## src/verilog/swic_pkg.sv

```systemverilog
// Purpose: shared constants and types for the wetting-current configuration registers
// Assumes: 24-bit register words, 6-bit register addresses from the serial front end
// Notes: field positions and reset values live here only
package swic_pkg;
	localparam int ADDR_W = 6;
	localparam int DATA_W = 24;
	localparam int DIR_INPUTS = 10;
	localparam int LEVEL_INPUTS = 12;
	localparam int CODE_W = 3;

	// register addresses
	localparam logic [5:0] DIR_SEL_ADDR = 6'h1C;
	localparam logic [5:0] LEVEL_LOW_ADDR = 6'h1D;

	// reset values and writable-bit mask
	localparam logic [23:0] DIR_SEL_RESET = 24'h000000;
	localparam logic [23:0] LEVEL_LOW_RESET = 24'h000000;
	localparam logic [23:0] DIR_SEL_MASK = 24'h0003FF;

	// low bit of the level field that governs each input 0..11; pairs share a field
	localparam int unsigned INPUT_FIELD_LSB [12] = '{0, 0, 3, 3, 6, 9, 12, 12, 15, 15, 18, 21};

	// raw level codes
	localparam logic [2:0] CODE_OFF = 3'h0;
	localparam logic [2:0] CODE_1MA = 3'h1;
	localparam logic [2:0] CODE_2MA = 3'h2;
	localparam logic [2:0] CODE_5MA = 3'h3;
	localparam logic [2:0] CODE_10MA = 3'h4;

	typedef enum logic [2:0] {
		CUR_OFF = 3'h0,
		CUR_1MA = 3'h1,
		CUR_2MA = 3'h2,
		CUR_5MA = 3'h3,
		CUR_10MA = 3'h4,
		CUR_15MA = 3'h5
	} swic_current_type;

	typedef enum logic {
		DIR_SOURCE = 1'b0,
		DIR_SINK = 1'b1
	} swic_dir_type;

	// one register access from the serial front end
	typedef struct packed {
		logic write;
		logic read;
		logic [5:0] addr;
		logic [23:0] wdata;
	} swic_reg_req_type;

	// steering for one wetting-current generator
	typedef struct packed {
		logic enable;
		swic_current_type level;
		swic_dir_type dir;
	} swic_gen_drive_type;
endpackage

```

## src/verilog/swic_config_regs.sv

```systemverilog
// Purpose: direction-select and lower-input level registers steering the wetting-current generators
// Assumes: the serial front end delivers decoded single-cycle register accesses on clk
// Notes: generator steering is taken from next-state values so it tracks the registers exactly

// Notes on behaviour
// - Bits 0..9 of the direction register pick source (0) or sink (1) for the same-numbered input.
// - Bits 23..10 of the direction register ignore writes and always read zero.
// - The 24-bit level register answers at address 0x1D and resets to zero.
// - A level code of zero turns off the wetting current for every input of its field.
// - Codes 1, 2, 3 and 4 select nominal 1, 2, 5 and 10 mA.
// - Codes 5, 6 and 7 all select the same nominal 15 mA setting.
// - Fields from the top are input 11, input 10, pair 8/9, pair 6/7, input 5 and input 4.
// - Bits 5..3 govern pair 2/3 and bits 2..0 pair 0/1, both inputs of a pair alike.
// - The direction register answers at address 0x1C and resets to zero.
module swic_config_regs (
	input wire logic clk, // 20 MHz system clock
	input wire logic rst, // asynchronous reset, active high
	input wire swic_pkg::swic_reg_req_type regReq, // register access strobes, address, data
	output logic [23:0] regRdata_q, // read data, valid with regRvalid_q
	output logic regRvalid_q, // one-cycle pulse after a read strobe
	output logic [9:0] dirSel_q, // direction select bits, 1 = sink
	output logic [23:0] levelLow_q, // stored level codes
	output swic_pkg::swic_gen_drive_type [11:0] genDrive_q // per-input generator steering
);
	logic [9:0] dirSel_d;
	logic [23:0] levelLow_d;
	logic [23:0] regRdata_d;
	logic regRvalid_d;
	swic_pkg::swic_gen_drive_type [11:0] genDrive_d;

	// level code to nominal current; three top codes collapse to one setting
	function automatic swic_pkg::swic_current_type decodeLevel(input logic [2:0] code);
		swic_pkg::swic_current_type cur;
		case (code)
			swic_pkg::CODE_OFF: cur = swic_pkg::CUR_OFF;
			swic_pkg::CODE_1MA: cur = swic_pkg::CUR_1MA;
			swic_pkg::CODE_2MA: cur = swic_pkg::CUR_2MA;
			swic_pkg::CODE_5MA: cur = swic_pkg::CUR_5MA;
			swic_pkg::CODE_10MA: cur = swic_pkg::CUR_10MA;
			default: cur = swic_pkg::CUR_15MA;
		endcase
		return cur;
	endfunction

	// register writes; a write to any other address changes nothing
	always_comb
	begin
		dirSel_d = dirSel_q;
		levelLow_d = levelLow_q;
		if (regReq.write && regReq.addr == swic_pkg::DIR_SEL_ADDR)
		begin
			// reserved bits are simply not stored, so nothing can leak back
			dirSel_d = regReq.wdata[9:0];
		end
		if (regReq.write && regReq.addr == swic_pkg::LEVEL_LOW_ADDR)
		begin
			levelLow_d = regReq.wdata;
		end
	end

	// read answer; unmapped addresses read zero so a host probing the map sees no stale data
	always_comb
	begin
		regRdata_d = regRdata_q;
		regRvalid_d = regReq.read;
		if (regReq.read)
		begin
			// reads return the stored value, not the write in the same cycle
			case (regReq.addr)
				swic_pkg::DIR_SEL_ADDR: regRdata_d = {14'h0000, dirSel_q};
				swic_pkg::LEVEL_LOW_ADDR: regRdata_d = levelLow_q;
				default: regRdata_d = 24'h000000;
			endcase
		end
	end

	// generator steering; pair inputs index the same field
	for (genvar i = 0; i < swic_pkg::LEVEL_INPUTS; i++)
	begin : g_drive
		localparam int unsigned LSB = swic_pkg::INPUT_FIELD_LSB[i];
		// inputs without a select bit point at bit 0, never at a bit past the register
		localparam int DIR_IDX = (i < swic_pkg::DIR_INPUTS) ? i : 0;
		always_comb
		begin
			genDrive_d[i].level = decodeLevel(levelLow_d[LSB +: 3]);
			genDrive_d[i].enable = (levelLow_d[LSB +: 3] != swic_pkg::CODE_OFF);
			if (i < swic_pkg::DIR_INPUTS)
			begin
				genDrive_d[i].dir = swic_pkg::swic_dir_type'(dirSel_d[DIR_IDX]);
			end
			else
			begin
				// inputs without a select bit stay on the source generator
				genDrive_d[i].dir = swic_pkg::DIR_SOURCE;
			end
		end

	end

	// stored configuration; reset clears every field
	always_ff @(posedge clk or posedge rst)
	begin
		if (rst)
		begin
			dirSel_q <= swic_pkg::DIR_SEL_RESET[9:0];
			levelLow_q <= swic_pkg::LEVEL_LOW_RESET;
		end
		else
		begin
			dirSel_q <= dirSel_d;
			levelLow_q <= levelLow_d;
		end
	end

	// read answer registers; data holds until the next read so a slow host can still take it
	always_ff @(posedge clk or posedge rst)
	begin
		if (rst)
		begin
			regRdata_q <= 24'h000000;
			regRvalid_q <= 1'h0;
		end
		else
		begin
			regRdata_q <= regRdata_d;
			regRvalid_q <= regRvalid_d;
		end
	end

	// generator steering; fed from next-state values so it never lags the stored fields
	always_ff @(posedge clk or posedge rst)
	begin
		if (rst)
		begin
			genDrive_q <= '0;
		end
		else
		begin
			genDrive_q <= genDrive_d;
		end
	end
endmodule

```

## config.mk

```make
export PLATFORM = sky130hd
export DESIGN_NAME = swic_config_regs
export DESIGN_NICKNAME = d
export VERILOG_FILES = /design/src/verilog/swic_pkg.sv /design/src/verilog/swic_config_regs.sv
export SDC_FILE = /design/constraint.sdc
export NUM_CORES = 1
export LEC_CHECK = 0
export BUFFER_PORTS_ARGS = -buffer_cell sky130_fd_sc_hd__buf_2
export CORE_AREA = 3 3 103 144
export CTS_CLUSTER_DIAMETER = 50
export DETAILED_ROUTE_END_ITERATION = 16
export DIE_AREA = 0 0 106 147
export PLACE_DENSITY_LB_ADDON = 0.2
export SLEW_MARGIN = 20
export SYNTH_ARGS = -nofsm -noshare
export SYNTH_HDL_FRONTEND = slang
export SYNTH_SLANG_ARGS = --single-unit
```

## constraint.sdc

```tcl
create_clock -name clk -period 3.4 [get_ports clk]
set_clock_uncertainty 0.05 [all_clocks]
set_input_delay 0.17 -clock clk [delete_from_list [all_inputs] [get_ports clk]]
set_output_delay 0.17 -clock clk [all_outputs]
set_load 0.005 [all_outputs]
```

==> results of run 1 <==
-- cell usage in the layout, fill, tap and decap left out, drive strengths merged --
cell type,n
nand4b,1
nor2,10
buf,154
nand2b,16
dlygate4sd3,2
and2,2
nor2b,1
nand4,1
mux2i,34
bufinv,3
nor3,16
a32o,14
clkinv,2
a21oi,16
conb,2
clkbuf,11
a22o,10
dfrtp,90
and3b,1
mux2,41
-- power groups by stage --
stage / combinational [mW] / sequential, mW / clock, mW
finish: 0.447 / 1.30 / 1.10
global route: 0.500 / 1.32 / 1.19
CTS: 0.462 / 1.30 / 1.14
detailed placement: 0.459 / 1.32 / 0
global placement: 0.456 / 1.32 / 0
floorplan: 0.274 / 1.31 / 0
-- synth_stat cells (all sizes together), types with 2 or more instances --
cell    instances  share of area
a21oi          16          0.020
a22o           10          0.022
a32o           14          0.035
and2            2         0.0031
buf            40          0.075
clkbuf          4         0.0037
dfrtp          90           0.56
mux2           41           0.14
mux2i          34          0.084
nand2b         16          0.025
nor2           10         0.0093
nor3           16          0.020
-- per-stage QoR --
step           cell area, µm²  std cells  utilization  hold slack, ns  worst slack, ns
2_1_floorplan            4050        301            -           0.151            0.845
3_3_place_gp             4740        593        0.351           0.110             1.63
3_5_place_dp             4740        593        0.351           0.106             1.57
4_1_cts                  5090        609        0.376          0.0342             1.51
5_1_grt                  5090        609        0.376          0.0436             1.36
6_report                 5090        609        0.376          0.0479             1.54
-- cell families after synthesis --
family / count (synthesis)
buffers and inverters: 46
DFF: 90
other: 1
AOI/OAI and AO/OA: 40
and+or+nand+nor: 48
muxes: 75
-- worst min path at each step --
stage                                     to        from  slack (ns)  cells past startpoint
floorplan              regRvalid_q$_DFF_PP0_  regReq[30]        0.15                      0
global placement    genDrive_q[26]$_DFF_PP0_         rst        0.11                      2
detailed placement  genDrive_q[26]$_DFF_PP0_         rst        0.11                      2
CTS                 levelLow_q[12]$_DFF_PP0_  regReq[12]        0.03                      2
global route        levelLow_q[12]$_DFF_PP0_  regReq[12]        0.04                      2
finish              levelLow_q[12]$_DFF_PP0_  regReq[12]        0.05                      2
-- registers in the layout (all words and copies together) (netlist names) --
signal	cells
levelLow_q	23
regRvalid_q	1
regRdata_q	24
dirSel_q	10
genDrive_q	32
-- per-layer routing --
metal,track usage,up-vias,share of wire
met1,0.156,1416,0.41
met5,0,-,0
met3,0.0435,10,0.068
met4,0.0402,0,0.014
li1,-,1288,-
met2,0.220,104,0.51
-- area by class of cell --
class | count | area (µm²)
multi-input cells | 165 | 1480
repair buffers | 156 | 801
fillers | 1361 | 8430
inverters | 2 | 8.76
clock buffers | 11 | 233
clock inverters | 3 | 90.1
well taps | 182 | 228
flip-flops and latches | 90 | 2250
-- worst max-delay path, cell delays in order --
cell,delay (ns)
dlygate4sd3_1,0.54
buf_2,0.13
clkinv_1,0.68
a32o_1,0.50
==> flow_summary.toml, run 1 <==
[drt]
firstDrtPassIters = 4
viasPerCell = 4.63
postRouteAntennaNets = 0
wl_mm = 9.92
wl_per_cell_um = 16.3
vias = 2818
dr.first_iter.drc_count = 59
drc_errors = 0

[clocking]
cts_buffers = 9
post_cts_buffers = 0
clkSinkCount = 90
insertion_delay_ns = 0.33
clk_path_buf_depth = 2
path_clk_slew_ns = 0.06
post_cts_resize_count = 0
cts_tree = "yes"
postCtsHoldBufs = 2
clock-root-buffer = "clkbuf_16"
htreeDepth = 3

[sta]
setup_viol = 0
finalCritPeriodShare = 0.548
finalMaxSlewViolations = 0
worst_pin_slew_ns = 0.877
slew_headroom = 0.415
timing.setup.tns_ns = 0
hold_violations = 0
fmax_mhz = 537
rsz0062_at_grt = "false"
fin_crit_ns = 1.86

[place]
hpwl_mm = 7.20
io_buffer_count = 150
place.gp.congestion = 0.732

[global_routing]
grt.total_usage = 0.130
grt_remaining_overflow = 0
grt_antenna_before_repair = 0
grt_max_degree = 41
grt_pass1_vias = 2876
grt_pass1_wl_mm = 16.0

[critical_path]
reg2reg_to = "regRdata_q[2]$_DFFE_PP0P_"
critPathRequiredTime_ns = 3.56
crit_path_end_kind = "flip-flop"
critPathKind = "input pin to flip-flop"
reg2regPathDepth = 3
r2r_setup_slack_ns = 2.32
r2r-start = "levelLow_q[2]$_DFF_PP0_"
crit_path_start = "regReq[30]"
critical_path_arrival_ns = 2.03
critPathLaunchType = "input pin"
cp-endpoint = "regRdata_q[19]$_DFFE_PP0P_"
path_max_fanout = 34

[synth]
async_reset_ff_frac = 1.00
synth_top_family_by_area = "multiplexers"
synth_edf_count = 0
synthesis.area_um2 = 4050
synth.area.mux_share = 0.222
ys.flop_type = "dfrtp_1"
postSynthAreaPerCell_um2 = 13.5
synth_cell_types = 23
synth_xor_area_frac = 0
synth_compound_area_frac = 0.0760
synthAdderAreaFrac = 0
ys_ff_latch = 90
synthSimpleGateAreaFrac = 0.0643
yosysSeqAreaShare = 0.556
ys_warn_count = 0
synth_cells = 300

[power_and_ir_drop]
leakage_nw = 2.92
power_mw = 2.85
p_seq_frac = 0.457
power_frac_comb = 0.157
ir_drop_uv = 260
p_clk_frac = 0.386
p_sw_frac = 0.243
powerDensity_nw_per_um2 = 560
p_int_mw = 2.16
netSwitchingPower_uw = 691

[hold_path]
min_path_type = "input pin to flip-flop"

[floorplanning]
die_h_um = 147
ioPinCount = 153
rows = 50
fp.dieArea_um2 = 15600
dieWidth_um = 106
core_um2 = 13500
initial_core_util = 0.300

[job]
cap_viol_max_count = 0

[status]
status = "finished clean"

[cells_and_area]
area_delta_synth_final_pct = 25.6
drive_gt1_frac = 0.487
antenna_cells = 0
nets = 458
Note: power is estimated with default switching activity, not from simulation.
==> run 2, diff against run 1 <==
==> constraint.sdc (replaced) <==
create_clock -name clk -period 1.7 [get_ports clk]
set_clock_uncertainty 0.05 [all_clocks]
set_input_delay 0.085 -clock clk [delete_from_list [all_inputs] [get_ports clk]]
set_output_delay 0.085 -clock clk [all_outputs]
set_load 0.005 [all_outputs]
==> flow_summary.toml, run 2 (same netlist as run 1, synthesis figures left out) <==
[clocking]
clock-root-buffer = "clkbuf_16"
insertion_delay_ns = 0.34
clk_path_buf_depth = 2
path_clk_slew_ns = 0.07
clkSinkCount = 90
htreeDepth = 3
post_cts_buffers = 0
cts_buffers = 9
cts_tree = "yes"
postCtsHoldBufs = 24
post_cts_resize_count = 0

[sta]
fmax_mhz = 687
fin_hold_ws_ns = 0.0155
finalMaxSlewViolations = 0
timing.setup.tns_ns = 0
slew_headroom = 0.463
setup_viol = 0
worst_pin_slew_ns = 0.806
finalCritPeriodShare = 0.857
fin_crit_ns = 1.46
setup_ws_ns = 0.244
rsz0062_at_grt = "false"
hold_violations = 0

[drt]
vias = 2901
dr.first_iter.drc_count = 97
viasPerCell = 4.55
postRouteAntennaNets = 0
wl_per_cell_um = 15.9
firstDrtPassIters = 4
wl_mm = 10.2
drc_errors = 0

[power_and_ir_drop]
p_sw_frac = 0.268
p_seq_frac = 0.466
netSwitchingPower_mw = 1.49
powerDensity_nw_per_um2 = 1040
power_frac_comb = 0.171
p_int_mw = 4.08
ir_drop_uv = 495
p_clk_frac = 0.363
leakage_nw = 3.03

[critical_path]
critPathLaunchType = "input pin"
critical_path_arrival_ns = 1.68
path_max_fanout = 14
cp_top_family = "buffers and inverters"
cp_slowest_cell = "and2_0"
critPathRequiredTime_ns = 1.92
path_buf_inv = 2
path_cells = "dlygate4sd3_1 -> buf_2 -> and2_0 -> a32o_1"
critPathKind = "input pin to flip-flop"
crit_path_end_kind = "flip-flop"
slowest_delay_ns = 0.65

[cells_and_area]
layout_common_cells = "buf_2, dfrtp_1, mux2i_1"
mostFrequentLayoutCell = "buf_2"
largest_reg_flops = 32
antenna_cells = 0
largestRegisters = "genDrive_q (32), regRdata_q (24), levelLow_q (23)"
drive_gt1_frac = 0.474
nets = 485
final_util = 0.397
largest-register = "genDrive_q"
area_delta_synth_final_pct = 32.6

[place]
io_buffer_count = 150
hpwl_mm = 7.00
place.gp.congestion = 0.733
post-place-ws_ns = 0.263

[floorplanning]
core_um2 = 13500
die_h_um = 147
ioPinCount = 153
initial_core_util = 0.300
dieWidth_um = 106
rows = 50
fp.dieArea_um2 = 15600

[job]
cap_viol_max_count = 0

[global_routing]
grt_antenna_before_repair = 0
grt_pass1_vias = 3113
grt_pass1_wl_mm = 16.7
grt_max_degree = 91
grt.total_usage = 0.135
grt_remaining_overflow = 0

[hold_path]
min_path_type = "input pin to flip-flop"

[status]
status = "finished clean"
==> run 2: changes by cell type in the layout (fill, tap and decap cells not counted), sizes merged, moves of 2 or more <==
cell         previous run  this run
bufinv                  3         1
dlygate4sd3             2        25
clkinvlp                0         4
buf                   154       158
clkbuf                 11         9
==> run 2: worst reg2reg max path, stage by stage, from the launching register on <==
cell     delay [ns]
dfrtp_1        0.45
mux2i_1        0.18
nor2_1         0.06
a22o_1         0.20
==> run 2: power by group through the flow <==
stage	clock, mW	combinational, mW	sequential [mW]
detailed placement	0	0.938	2.64
global route	2.20	1.06	2.64
CTS	2.10	0.981	2.60
floorplan	0	0.549	2.62
global placement	0	0.924	2.63
finish	2.02	0.956	2.60
==> run 2: per-stage QoR <==
step / area [µm²] / instances / total power [mW]
floorplan: 4060 / 301 / 3.17
global placement: 4810 / 597 / 3.56
detailed placement: 4810 / 597 / 3.57
CTS: 5360 / 637 / 5.69
global route: 5370 / 638 / 5.90
finish: 5370 / 638 / 5.58
==> run 2: layout make-up <==
cell class / count / area [µm²]
Clock buffer: 9 / 225
Clock inverter: 7 / 78.8
Fill cell: 1353 / 8140
Inverter: 2 / 11.3
Multi-Input combinational cell: 165 / 1480
Sequential cell: 90 / 2250
Tap cell: 182 / 228
Timing Repair Buffer: 183 / 1100
==> run 2: worst paths after layout <==
check | from | cells past startpoint | to | slack (ns)
worst max-delay path | regReq[30] | 4 | regRdata_q[15]$_DFFE_PP0P_ | 0.24
worst min-delay path | regReq[2] | 2 | levelLow_q[2]$_DFF_PP0_ | 0.02
worst max register to register | levelLow_q[2]$_DFF_PP0_ | 3 | regRdata_q[2]$_DFFE_PP0P_ | 0.65
worst min register to register | regRdata_q[18]$_DFFE_PP0P_ | 1 | regRdata_q[18]$_DFFE_PP0P_ | 0.44
max in group asynchronous | rst | 4 | genDrive_q[21]$_DFF_PP0_ | 0.84
min in group asynchronous | rst | 4 | genDrive_q[37]$_DFF_PP0_ | 0.37
==> run 2: layer usage <==
layer  track usage  up-vias  share of wire
met5             0        -              0
met4        0.0428        0          0.013
met3        0.0396       10          0.061
met2         0.237       95           0.51
met1         0.157     1453           0.41
li1              -     1343              -
